--- config.mk ---
export PLATFORM = sky130hd
export DESIGN_NAME = fscr_regs
export DESIGN_NICKNAME = d
export VERILOG_FILES = /design/src/shared/fscr_pkg.sv /design/src/rtl/fscr_sync.sv /design/src/rtl/fscr_regs.sv
export SDC_FILE = /design/constraint.sdc
export NUM_CORES = 1
export LEC_CHECK = 0
export BUFFER_PORTS_ARGS = -buffer_cell sky130_fd_sc_hd__buf_2
export CORE_MARGIN = 4
export CORE_UTILIZATION = 40
export DETAILED_ROUTE_END_ITERATION = 16
export SETUP_SLACK_MARGIN = 0.3
export SYNTH_ARGS = -nofsm -noshare
export SYNTH_HDL_FRONTEND = slang
export SYNTH_SLANG_ARGS = --single-unit
--- constraint.sdc ---
create_clock -name CORE_CLK -period 6 [get_ports CORE_CLK]
set_input_delay 0.3 -clock CORE_CLK [delete_from_list [all_inputs] [get_ports CORE_CLK]]
set_output_delay 0.3 -clock CORE_CLK [all_outputs]
set_load 0.1 [all_outputs]
--- src/shared/fscr_pkg.sv ---
// constants for the flash status and configuration register block
package fscr_pkg;
   // instruction codes
   localparam logic [7:0] OP_WRITE_ENABLE = 8'h06;
   localparam logic [7:0] OP_WRITE_DISABLE = 8'h04;
   localparam logic [7:0] OP_READ_STATUS1 = 8'h05;
   localparam logic [7:0] OP_READ_STATUS2 = 8'h35;
   localparam logic [7:0] OP_READ_STATUS3 = 8'h15;
   localparam logic [7:0] OP_WRITE_STATUS1 = 8'h01;
   localparam logic [7:0] OP_WRITE_STATUS2 = 8'h31;
   localparam logic [7:0] OP_WRITE_STATUS3 = 8'h11;
   localparam logic [7:0] OP_SUSPEND = 8'h75;
   localparam logic [7:0] OP_PERM_LOCK = 8'hF3;
   localparam logic [7:0] OP_PAGE_PROG = 8'h02;
   localparam logic [7:0] OP_QUAD_PROG = 8'h32;
   localparam logic [7:0] OP_SECTOR_ERASE = 8'h20;
   localparam logic [7:0] OP_BLOCK32_ERASE = 8'h52;
   localparam logic [7:0] OP_BLOCK64_ERASE = 8'hD8;
   localparam logic [7:0] OP_CHIP_ERASE_A = 8'hC7;
   localparam logic [7:0] OP_CHIP_ERASE_B = 8'h60;
   localparam logic [7:0] OP_SEC_REG_ERASE = 8'h44;
   localparam logic [7:0] OP_SEC_REG_PROG = 8'h42;
   // status one bit positions
   localparam int SR1_BUSY = 0;
   localparam int SR1_WEL = 1;
   localparam int SR1_LVL_LSB = 2;
   localparam int SR1_LVL_MSB = 4;
   localparam int SR1_TB = 5;
   localparam int SR1_SEC = 6;
   localparam int SR1_SRP = 7;
   // status two bit positions
   localparam int SR2_SRL = 0;
   localparam int SR2_QE = 1;
   localparam int SR2_CMP = 6;
   // power-up values of the stored fields
   localparam logic [2:0] RST_PROT_LEVEL = 3'h0;
   localparam logic RST_TOP_BOTTOM = 1'b0;
   localparam logic RST_GRANULARITY = 1'b0;
   localparam logic RST_COMPLEMENT = 1'b0;
   localparam logic RST_STATUS_PROTECT = 1'b0;
   localparam logic RST_QUAD_ENABLE = 1'b0;
   localparam logic [7:0] RST_STATUS_THREE = 8'h00;
   // synchroniser idle values: clk, cs_n, di, wp_n
   localparam logic [3:0] SYNC_RST = 4'h4;
   localparam logic [2:0] LAST_BIT = 3'h7;
   localparam logic [1:0] BYTE_CNT_MAX = 2'h3;
   // operation times
   localparam int CORE_CLK_MHZ = 40;
   localparam int T_STATUS_WRITE_US = 15;
   localparam int T_ARRAY_OP_US = 3000;
   localparam int TIMER_W = 24;
   localparam int STATUS_WRITE_CYCLES = T_STATUS_WRITE_US * CORE_CLK_MHZ;
   localparam int ARRAY_OP_CYCLES = T_ARRAY_OP_US * CORE_CLK_MHZ;
   typedef enum logic [1:0] {
      ST_IDLE = 2'b00,
      ST_CMD = 2'b01,
      ST_DATA = 2'b11,
      ST_IGNORE = 2'b10
   } fscr_state_e;
endpackage

--- src/rtl/fscr_sync.sv ---
// two flip-flop synchroniser for pin inputs
`timescale 1ns/1ps
module fscr_sync #(
   parameter int WIDTH = 1,
   parameter logic [WIDTH-1:0] RST_VAL = '0
) (
   input wire logic clk,
   input wire logic rst_n,
   input wire logic [WIDTH-1:0] d,
   output logic [WIDTH-1:0] q
);
   logic [WIDTH-1:0] meta_r;

   // meta_r feeds q only
   always_ff @(posedge clk or negedge rst_n) begin
      if (!rst_n) begin
         meta_r <= RST_VAL;
         q <= RST_VAL;
      end else begin
         meta_r <= d;
         q <= meta_r;
      end
   end
endmodule

--- src/rtl/fscr_regs.sv ---
// status and configuration registers of a serial flash, with spi front end
// Summary of operation
// - three status registers, own reads, own writes
// - busy flag at bit zero during operations
// - busy ignores all but read status, suspend
// - busy clears when operation finishes
// - write enable latch at bit one
// - latch cleared at power-up, writes, erases
// - three-bit protection level, writable
// - protection level defaults to zero
// - top/bottom select, default top
// - granularity select: sectors or blocks
// - complement bit at fourteen inverts protection
// - protect bit at seven selects pin control
// - lock bit at eight selects lock-down
// - protect zero: latch alone permits write
// - protect one, pin low: no write
// - protect one, pin high: latch permits
// - lock set holds until power cycle
// - permanent lock by special command flow
// - pin gating only in standard/dual mode
// - quad enable disables pin protection
`timescale 1ns/1ps
module fscr_regs #(
   parameter int STATUS_WRITE_TIME = fscr_pkg::STATUS_WRITE_CYCLES,
   parameter int ARRAY_OP_TIME = fscr_pkg::ARRAY_OP_CYCLES
) (
   input wire logic CORE_CLK,
   input wire logic RESETN,
   input wire logic SPI_CLK,
   input wire logic SPI_CS_N,
   input wire logic SPI_DI,
   input wire logic WP_N,
   output logic SPI_DO,
   output logic SPI_DO_OE,
   output logic BUSY,
   output logic WRITE_ENABLE_LATCH,
   output logic [2:0] PROT_LEVEL,
   output logic TOP_BOTTOM_SELECT,
   output logic GRANULARITY_SELECT,
   output logic COMPLEMENT_PROTECT,
   output logic QUAD_ENABLE,
   output logic [7:0] STATUS_THREE,
   output logic SUSPEND_REQ
);
   import fscr_pkg::*;

   logic rst_meta_r;
   logic rst_n;
   logic [3:0] pins_s;
   logic sck_s;
   logic cs_n_s;
   logic di_s;
   logic wp_n_s;
   logic sck_d_r;
   logic cs_n_d_r;
   logic sck_rise;
   logic sck_fall;
   logic cs_fall;
   logic cs_rise;
   fscr_state_e state_r;
   logic [2:0] bit_cnt_r;
   logic [1:0] byte_cnt_r;
   logic [7:0] shift_r;
   logic [7:0] new_byte;
   logic byte_done;
   logic [7:0] opcode_r;
   logic [7:0] data0_r;
   logic [7:0] data1_r;
   logic [7:0] tx_r;
   logic do_r;
   logic busy_r;
   logic [TIMER_W-1:0] timer_r;
   logic wel_r;
   logic [2:0] prot_level_r;
   logic top_bottom_r;
   logic granularity_r;
   logic complement_r;
   logic status_protect_r;
   logic status_lock_r;
   logic perm_lock_r;
   logic quad_enable_r;
   logic [7:0] status_three_r;
   logic suspend_r;
   logic [7:0] status_one;
   logic [7:0] status_two;
   logic [7:0] read_sel;
   logic is_read;
   logic is_array_op;
   logic is_write_status;
   logic allowed_busy;
   logic frame_end;
   logic write_ok;
   logic do_wren;
   logic do_wrdi;
   logic do_wrsr;
   logic do_perm;
   logic do_array;

   // reset release through two flops
   always_ff @(posedge CORE_CLK or negedge RESETN) begin
      if (!RESETN) begin
         rst_meta_r <= 1'b0;
         rst_n <= 1'b0;
      end else begin
         rst_meta_r <= 1'b1;
         rst_n <= rst_meta_r;
      end
   end

   fscr_sync #(
      .WIDTH(4),
      .RST_VAL(SYNC_RST)
   ) u_pin_sync (
      .clk(CORE_CLK),
      .rst_n(rst_n),
      .d({SPI_CLK, SPI_CS_N, SPI_DI, WP_N}),
      .q(pins_s)
   );

   assign sck_s = pins_s[3];
   assign cs_n_s = pins_s[2];
   assign di_s = pins_s[1];
   assign wp_n_s = pins_s[0];

   always_ff @(posedge CORE_CLK or negedge rst_n) begin
      if (!rst_n) begin
         sck_d_r <= 1'b0;
         cs_n_d_r <= 1'b1;
      end else begin
         sck_d_r <= sck_s;
         cs_n_d_r <= cs_n_s;
      end
   end

   assign sck_rise = sck_s & ~sck_d_r & ~cs_n_s;
   assign sck_fall = ~sck_s & sck_d_r & ~cs_n_s;
   assign cs_fall = ~cs_n_s & cs_n_d_r;
   assign cs_rise = cs_n_s & ~cs_n_d_r;

   // status images
   always_comb begin
      status_one = 8'h00;
      status_one[SR1_BUSY] = busy_r;
      status_one[SR1_WEL] = wel_r;
      status_one[SR1_LVL_MSB:SR1_LVL_LSB] = prot_level_r;
      status_one[SR1_TB] = top_bottom_r;
      status_one[SR1_SEC] = granularity_r;
      status_one[SR1_SRP] = status_protect_r;
      status_two = 8'h00;
      status_two[SR2_SRL] = status_lock_r | perm_lock_r;
      status_two[SR2_QE] = quad_enable_r;
      status_two[SR2_CMP] = complement_r;
   end

   // instruction classes
   always_comb begin
      is_read = 1'b1;
      read_sel = status_one;
      if (opcode_r == OP_READ_STATUS1) begin
         read_sel = status_one;
      end else if (opcode_r == OP_READ_STATUS2) begin
         read_sel = status_two;
      end else if (opcode_r == OP_READ_STATUS3) begin
         read_sel = status_three_r;
      end else begin
         is_read = 1'b0;
      end
   end

   assign is_write_status = (opcode_r == OP_WRITE_STATUS1) || (opcode_r == OP_WRITE_STATUS2) ||
                            (opcode_r == OP_WRITE_STATUS3);
   assign is_array_op = (opcode_r == OP_PAGE_PROG) || (opcode_r == OP_QUAD_PROG) ||
                        (opcode_r == OP_SECTOR_ERASE) || (opcode_r == OP_BLOCK32_ERASE) ||
                        (opcode_r == OP_BLOCK64_ERASE) || (opcode_r == OP_CHIP_ERASE_A) ||
                        (opcode_r == OP_CHIP_ERASE_B) || (opcode_r == OP_SEC_REG_ERASE) ||
                        (opcode_r == OP_SEC_REG_PROG);

   assign new_byte = {shift_r[6:0], di_s};
   assign byte_done = sck_rise && (bit_cnt_r == LAST_BIT) && (state_r != ST_IDLE);
   assign allowed_busy = (new_byte == OP_READ_STATUS1) || (new_byte == OP_READ_STATUS2) ||
                         (new_byte == OP_READ_STATUS3) || (new_byte == OP_SUSPEND);
   // frame sequencing
   always_ff @(posedge CORE_CLK or negedge rst_n) begin
      if (!rst_n) begin
         state_r <= ST_IDLE;
         bit_cnt_r <= 3'h0;
      end else if (cs_n_s) begin
         state_r <= ST_IDLE;
         bit_cnt_r <= 3'h0;
      end else begin
         if (cs_fall) begin
            state_r <= ST_CMD;
         end
         if (sck_rise) begin
            bit_cnt_r <= bit_cnt_r + 3'h1;
         end
         case (state_r)
            ST_CMD: begin
               if (byte_done) begin
                  if (busy_r && !allowed_busy) begin
                     state_r <= ST_IGNORE;
                  end else begin
                     state_r <= ST_DATA;
                  end
               end
            end
            default: begin
            end
         endcase
      end
   end

   // opcode and data capture
   always_ff @(posedge CORE_CLK or negedge rst_n) begin
      if (!rst_n) begin
         shift_r <= 8'h00;
         opcode_r <= 8'h00;
         data0_r <= 8'h00;
         data1_r <= 8'h00;
         byte_cnt_r <= 2'h0;
      end else begin
         if (sck_rise) begin
            shift_r <= new_byte;
         end
         if (byte_done && state_r == ST_CMD) begin
            opcode_r <= new_byte;
            byte_cnt_r <= 2'h0;
         end else if (byte_done && state_r == ST_DATA) begin
            if (byte_cnt_r == 2'h0) begin
               data0_r <= new_byte;
            end else if (byte_cnt_r == 2'h1) begin
               data1_r <= new_byte;
            end
            if (byte_cnt_r != BYTE_CNT_MAX) begin
               byte_cnt_r <= byte_cnt_r + 2'h1;
            end
         end
      end
   end

   // serial output: fresh value each byte, so busy polls see live state
   always_ff @(posedge CORE_CLK or negedge rst_n) begin
      if (!rst_n) begin
         tx_r <= 8'h00;
         do_r <= 1'b0;
      end else if (sck_fall && state_r == ST_DATA && is_read) begin
         if (bit_cnt_r == 3'h0) begin
            do_r <= read_sel[7];
            tx_r <= {read_sel[6:0], 1'b0};
         end else begin
            do_r <= tx_r[7];
            tx_r <= {tx_r[6:0], 1'b0};
         end
      end
   end

   assign SPI_DO = do_r;
   assign SPI_DO_OE = ~cs_n_s && (state_r == ST_DATA) && is_read;
   // suspend request pulse while an operation runs
   always_ff @(posedge CORE_CLK or negedge rst_n) begin
      if (!rst_n) begin
         suspend_r <= 1'b0;
      end else begin
         suspend_r <= byte_done && (state_r == ST_CMD) && busy_r && (new_byte == OP_SUSPEND);
      end
   end
   // commands act at deselect, and only after whole bytes
   assign frame_end = cs_rise && (state_r == ST_DATA) && (bit_cnt_r == 3'h0);
   // pin gating is off in quad mode, where the pin carries data
   assign write_ok = wel_r && !status_lock_r && !perm_lock_r &&
                     !(status_protect_r && !wp_n_s && !quad_enable_r);
   assign do_wren = frame_end && (opcode_r == OP_WRITE_ENABLE);
   assign do_wrdi = frame_end && (opcode_r == OP_WRITE_DISABLE);
   assign do_wrsr = frame_end && is_write_status && (byte_cnt_r != 2'h0) && write_ok;
   assign do_perm = frame_end && (opcode_r == OP_PERM_LOCK) && write_ok;
   assign do_array = frame_end && is_array_op && wel_r;

   // write enable latch
   always_ff @(posedge CORE_CLK or negedge rst_n) begin
      if (!rst_n) begin
         wel_r <= 1'b0;
      end else if (do_wrdi || do_wrsr || do_perm || do_array) begin
         wel_r <= 1'b0;
      end else if (do_wren) begin
         wel_r <= 1'b1;
      end
   end

   // operation timer; the array itself sits outside this block
   always_ff @(posedge CORE_CLK or negedge rst_n) begin
      if (!rst_n) begin
         busy_r <= 1'b0;
         timer_r <= '0;
      end else if (do_wrsr || do_perm) begin
         busy_r <= 1'b1;
         timer_r <= TIMER_W'(STATUS_WRITE_TIME);
      end else if (do_array) begin
         busy_r <= 1'b1;
         timer_r <= TIMER_W'(ARRAY_OP_TIME);
      end else if (busy_r) begin
         timer_r <= timer_r - TIMER_W'(1);
         if (timer_r <= TIMER_W'(1)) begin
            busy_r <= 1'b0;
         end
      end
   end

   // stored configuration; factory values come back on reset
   always_ff @(posedge CORE_CLK or negedge rst_n) begin
      if (!rst_n) begin
         prot_level_r <= RST_PROT_LEVEL;
         top_bottom_r <= RST_TOP_BOTTOM;
         granularity_r <= RST_GRANULARITY;
         status_protect_r <= RST_STATUS_PROTECT;
         complement_r <= RST_COMPLEMENT;
         quad_enable_r <= RST_QUAD_ENABLE;
         status_three_r <= RST_STATUS_THREE;
      end else if (do_wrsr) begin
         if (opcode_r == OP_WRITE_STATUS1) begin
            prot_level_r <= data0_r[SR1_LVL_MSB:SR1_LVL_LSB];
            top_bottom_r <= data0_r[SR1_TB];
            granularity_r <= data0_r[SR1_SEC];
            status_protect_r <= data0_r[SR1_SRP];
            if (byte_cnt_r != 2'h1) begin
               complement_r <= data1_r[SR2_CMP];
               quad_enable_r <= data1_r[SR2_QE];
            end
         end else if (opcode_r == OP_WRITE_STATUS2) begin
            complement_r <= data0_r[SR2_CMP];
            quad_enable_r <= data0_r[SR2_QE];
         end else begin
            status_three_r <= data0_r;
         end
      end
   end

   // lock-down is volatile; the one-time lock survives only as a flop here
   always_ff @(posedge CORE_CLK or negedge rst_n) begin
      if (!rst_n) begin
         status_lock_r <= 1'b0;
         perm_lock_r <= 1'b0;
      end else begin
         if (do_wrsr && opcode_r == OP_WRITE_STATUS1 && byte_cnt_r != 2'h1) begin
            status_lock_r <= data1_r[SR2_SRL];
         end else if (do_wrsr && opcode_r == OP_WRITE_STATUS2) begin
            status_lock_r <= data0_r[SR2_SRL];
         end
         if (do_perm) begin
            perm_lock_r <= 1'b1;
         end
      end
   end

   assign BUSY = busy_r;
   assign WRITE_ENABLE_LATCH = wel_r;
   assign PROT_LEVEL = prot_level_r;
   assign TOP_BOTTOM_SELECT = top_bottom_r;
   assign GRANULARITY_SELECT = granularity_r;
   assign COMPLEMENT_PROTECT = complement_r;
   assign QUAD_ENABLE = quad_enable_r;
   assign STATUS_THREE = status_three_r;
   assign SUSPEND_REQ = suspend_r;
endmodule

---- Word-level counts from Yosys, hierarchy flattened ----
Cells that the tools add are included.
word-level totals
  register bits after elaboration ......... 103
  word-level logic and storage cells ...... 181
operators by class
  add/sub/neg operators ................... 3
  equality and inequality tests ........... 29
  reduce and logical (&&, ||, !) cells .... 70
  magnitude comparators ................... 1
  mux-type cells .......................... 35
  bitwise gates (word level) .............. 15
operators with widths
  kind                   number
  $mux 24                3
  $eq 8x6->1 const B     5
  $eq 8x7->1 const B     5
  $eq 8x3->1 const B     4
  $mux 8                 4
  $logic_and 1x1->1      30
  $eq 8x5->1 const B     3
  $eq 8x8->1 const B     3
  $le 24x1->1 const B    1
  $sub 24x1->24 const B  1
  $mux 1                 19
  $logic_or 1x1->1       17
  $reduce_bool 2->1      8
  $mux 2                 7
  $reduce_and 3->1       3
  $eq 8x1->1 const B     1
  $eq 8x2->1 const B     1
  $not 1->1              8
  $and 1x1->1            6
  $logic_not 1->1        6
  $mux 3                 2
  $eq 2x1->1 const B     2
  $ne 2x1->1 const B     2
  $reduce_and 2->1       2
  other kinds (10)       10

---- Logic depth before layout (Yosys ltp) ----
  word-level depth ........................ 13
  mapped depth ............................ 8
  gate-level depth less buffers ........... 7

---- By module ----
From an unflattened synthesis, not the netlist that was laid out.
second synthesis, totals
  cells, all modules ...................... 419
  area, all modules ....................... 4,674.5 um^2
modules (own cells, without submodules)
  module     area each (um^2)  times used  cells each  sequential area each (um^2)
  fscr_regs  4,471.8           1           411         2,253.4
  fscr_sync  202.7             1           8           202.7

---- Worst setup path before layout ----
No wires, ideal clock.
  kind .................................... reg2reg
  start point ............................. register busy_r, in the netlist BUSY
  end point ............................... register timer_r[9]
  setup slack ............................. 3,235 ps
  setup time .............................. 118 ps
  arrival time ............................ 2,647 ps
  period minus slack after synthesis ...... 2,765 ps
  stages on the path, launching flop included .. 8
  cell sequence ........................... dfrtp_1 buf_2 or3b_2 clkbuf_2 or2_2 nor4_1 xor2_1 a21o_1
on the way
  word-level cells in the longest chain between the ends .. 1
ends and longest elaborated chain
  item                                line              RTL
  start: declaration                  fscr_regs.sv:72   logic busy_r;
  start signal: assignment            fscr_regs.sv:293  busy_r <= 1'b0;
  start signal: assignment            fscr_regs.sv:296  busy_r <= 1'b1;
  start signal: assignment            fscr_regs.sv:299  busy_r <= 1'b1;
  $reduce_bool 3->1 (no source line)  n/a
  end signal: assignment              fscr_regs.sv:297  timer_r <= TIMER_W'(STATUS_WRITE_TIME);
  end signal: assignment              fscr_regs.sv:300  timer_r <= TIMER_W'(ARRAY_OP_TIME);
  end signal: assignment              fscr_regs.sv:302  timer_r <= timer_r - TIMER_W'(1);
  end: declaration                    fscr_regs.sv:73   logic [TIMER_W-1:0] timer_r;
Every way passes these cells.
A chain may end at the register's enable or synchronous reset.

---- Worst setup path in the final report ----
  start point ............................. register bit_cnt_r[0]
  end point ............................... register prot_level_r[1], in the netlist PROT_LEVEL[1]
on the way
  word-level cells in the longest chain between the ends .. 6
ends and longest elaborated chain
  item                               line              RTL
  start: declaration                 fscr_regs.sv:62   logic [2:0] bit_cnt_r;
  start signal: assignment           fscr_regs.sv:196  bit_cnt_r <= bit_cnt_r + 3'h1;
  $logic_not 3->1                    fscr_regs.sv:269  assign frame_end = cs_rise && (state_r == ST_DATA) && (bit_cnt_r == 3'h0);
  $logic_and 1x1->1                  fscr_regs.sv:269
  $logic_and 1x1->1 (3 in a row)     fscr_regs.sv:275  assign do_wrsr = frame_end && is_write_status && (byte_cnt_r != 2'h0) && write_ok;
  $reduce_and 2->1 (no source line)  n/a
  end signal: assignment             fscr_regs.sv:321  prot_level_r <= data0_r[SR1_LVL_MSB:SR1_LVL_LSB];
  end: declaration                   fscr_regs.sv:75   logic [2:0] prot_level_r;
Every way passes these cells.

==> results by group <==
Synth
  – Flops & latches, synth: 98
  – Synth area leader: dfrtp_1
  – Syn Inst Count: a little under 400
  – Ranking of synthesized cells by area: dfrtp_1 52%, mux2_2 11%, xnor2_1 3.2%
  – Ys Warns: 0
  – Most used flip-flop cell after synthesis: dfrtp_1
  – Netlist cell types: between 50 and 60
  – Synthesized area: 0.00462 sq mm
  – Post-synth ARST share: 100%
  – Seq/Total Area, Yosys: a little over half
  – Post-synth top area share: between 50% and 60%
  – Mapped Avg Cell Area: 11.7 sq um
  – Post-synth EDFFs: 0
  – Syn nets: approximately 400

Drt
  – Post-DR vias/cell: between 5 and 6
  – Residual DRC count: 0
  – Routed WL per cell: 16.9 microns
  – First-pass DRT Iterations: 4
  – Vias: 3060
  – Final ANT Viol Nets: 0
  – 1st-iter DRT viols: 207
  – Final WL: between 9000 and 10000 microns

STA
  – RSZ-0062 raised after global routing: false
  – Clk_skew: 0.00867 ns
  – Final period utilization: 43.0%
  – F_max: 0.388 GHz
  – Slew headroom: 46.1%
  – Final setup fails: 0
  – Setup_tns: 0 ns
  – Hold Vio Cnt, Final: 0
  – Tmin final: 2.58 ns
  – Max Slew Vio Count: 0
  – Actual slew at the worst max-slew pin: 0.808 ns

Layout
  – Area Overhead vs Synth: 11.8%
  – Final Instance Area: 0.00516 sq mm
  – Layout cells sized above 1: 26.3%
  – Layout Nets: between 400 and 500
  – Antenna diode count: 0
  – Post-layout util: 46.6%

Critical path
  – Reg2reg path depth: 7
  – Crit Path Class: reg2reg
  – Reg-to-reg setup timing slack: 3.42 ns
  – Start of the worst register-to-register path: bit_cnt_r[0]
  – Critical Path Fanout Max: 11
  – WP data required: ~6.2 ns
  – CP peak stage delay: 0.46 ns
  – Worst reg2reg endpoint: PROT_LEVEL[1]
  – Crit path capture: PROT_LEVEL[1]
  – CP Launch Point: bit_cnt_r[0]
  – Critical path cell sequence: inv_1, ha_1, nand2b_1, nor3_1, nand4_2, nor3_2, mux2_2
  – CP startpoint kind: flop
  – Crit-path slowest cell: nor3_1
  – Critical Path AT: 2.81 ns
  – Critical Path End Type: flop

Clock tree
  – Resized cells post-CTS: 0
  – CTS root buf: clkbuf_16
  – H-Tree Depth: 3
  – Hold Buf Count CTS: 1
  – Clock slew at reported path FFs: 0.07 ns
  – # clock sinks: 98
  – Max Root-Sink Buffers: 2
  – Clk_lat worst skew: 0.34 ns
  – Setup Fix Bufs, Post-CTS: 0
  – TritonCTS buffer count: 9
  – CTS tree: built

Outcome
  – Status: complete, no violations

Pwr
  – Static leakage: between 0.002 and 0.003 uW
  – Max VDD drop: 223 uV
  – PD cells: 262 mW/mm^2

GRT
  – Initial antenna violation count: 0
  – First-pass GRT wire length: 16200 microns
  – Vias in the first global route: 3091
  – Gr usage total: 15.5%
  – Remaining global-route overflow: 0
  – Largest net degree at the start of global routing: 54

Die
  – Chip width: 115 microns
  – Initial Utilization: between 40% and 50%
  – Core ar.: 0.0111 sq mm
  – # rows: 38
  – Die Y-Extent: 115 microns
  – Die area: 0.0133 sq mm
  – Ports: 26

Place
  – DPL Wire Length: 6750 microns
  – RePlAce Congestion: 0.801
  – Placed Area: 0.00485 sq mm
  – IO Port Bufs: 25

Run
  – Max-cap violation count: 0

Worst hold path
  – Hold crit path type: in2reg
cell type report:
| class | instances | area, sq um |
|---|---|---|
| Timing Repair Buffer | 27 | 143 |
| Fill cell | 1025 | 5920 |
| Clock inverter | 6 | 66.3 |
| Sequential cell | 98 | 2460 |
| Tap cell | 140 | 175 |
| Inverter | 9 | 33.8 |
| Clock buffer | 10 | 229 |
| Multi-Input combinational cell | 272 | 2050 |
per-layer routing:
metal / up-vias / global-route usage [%] / part of all wire (%)
met5: - / 0 / 0
met4: 0 / 5.63 / 1.2
met3: 10 / 3.29 / 3.4
met2: 45 / 23.1 / 45
met1: 1551 / 22.6 / 51
li1: 1454 / - / -
flip-flops by register name (all words and copies together), names as in the netlist, 3 cells and up:
name	count
timer_r	24
STATUS_THREE	8
data0_r	8
opcode_r	8
shift_r	7
tx_r	7
u_pin_sync.meta_r	4
u_pin_sync.q	4
PROT_LEVEL	3
bit_cnt_r	3
data1_r	3
cells by family (layout without fill, tap and decap cells):
group	count (synthesis)	in the layout	synth area share, %
and+or+nand+nor	138	138	17.8
muxes	51	51	12.3
xor gates and xnor gates	24	24	4.55
AOI/OAI and AO/OA	50	50	7.54
other	1	1	0.0812
adders and majority gates	8	8	2.17
buffers and inverters	25	52	2.33
DFF	98	98	53.2
through the flow:
| stage | std cells | hold WS, ns | setup WS (ns) | total power, uW |
|---|---|---|---|---|
| after global routing | 562 | 0.0409 | 3.16 | 1400 |
| after detailed placement | 545 | 0.0884 | 3.38 | 792 |
| after floorplan | 395 | 0.00441 | 3.07 | 763 |
| final | 562 | 0.0551 | 3.42 | 1350 |
| after CTS | 562 | 0.0434 | 3.36 | 1370 |
| after global placement | 545 | 0.0864 | 3.49 | 789 |
synthesized netlist by cell type, types with 3 or more instances:
cell type  number
dfrtp_1        95
nor4_2          5
mux2i_1         4
o21bai_1        3
nand3b_1        3
inv_1           9
dfstp_2         3
or4_1           5
o21ai_0         4
nor2b_1         6
nand2_1        23
nand4b_1        3
xor2_1          7
buf_2           4
or2_2           3
nor4_1          8
nor3_1         12
a21o_1          3
nand2b_1        4
o31ai_1         7
nand3_1         4
xnor2_1        17
nor2_1         35
nor3b_1         6
a21oi_1        11
clkbuf_1        9
mux2_2         47
a211oi_1        9
or3_1           7
ha_1            8
power breakdown:
group	switching, uW	leakage [uW]	total [uW]	internal, uW
combinational	24.8	0.00104	50.2	25.4
sequential	41.8	0.00132	728	686
clock	248	0.000147	573	325
total	315	0.00251	1350	1040
how the worst min path moves through the flow:
| stage | from | to | depth (start not counted) |
|---|---|---|---|
| finish | SPI_DI | u_pin_sync.meta_r[1] | 1 |
| global route | SPI_CS_N | u_pin_sync.meta_r[2] | 1 |
| CTS | SPI_CS_N | u_pin_sync.meta_r[2] | 1 |
| detailed placement | RESETN | rst_meta_r | 1 |
| global placement | RESETN | rst_meta_r | 1 |
| floorplan | RESETN | rst_meta_r | 0 |
cell usage in the layout (no fill, tap or decap), types with 3 or more instances in the layout:
cell and n:
nand4b_1 3, a211oi_1 9, mux2_2 47, nor3b_1 6
xnor2_1 17, nor3_1 12, ha_1 8, xor2_1 7
o31ai_1 7, or4_1 5, nor2b_1 6, mux2i_1 4
nand2b_1 4, or2_2 3, a21o_1 3, nor2_1 35
buf_2 25, a21oi_1 11, dfrtp_1 94, nand3_1 4
nor4_1 8, inv_1 9, nand2_1 23, clkbuf_16 9
dfstp_2 3, nand3b_1 3, o21bai_1 3, or3_1 7
nor4_2 5, o21ai_0 4
worst max-delay path, delay by kind of cell (launching register included):
| kind | cells | cell delay, ns |
|---|---|---|
| buffers and inverters | 1 | 0.10 |
| AND/OR/NAND/NOR | 4 | 1.40 |
| multiplexers | 1 | 0.40 |
| adder cells (fa/ha/maj) | 1 | 0.17 |
| flip-flops | 1 | 0.39 |
(Power assumes the default switching activity.)
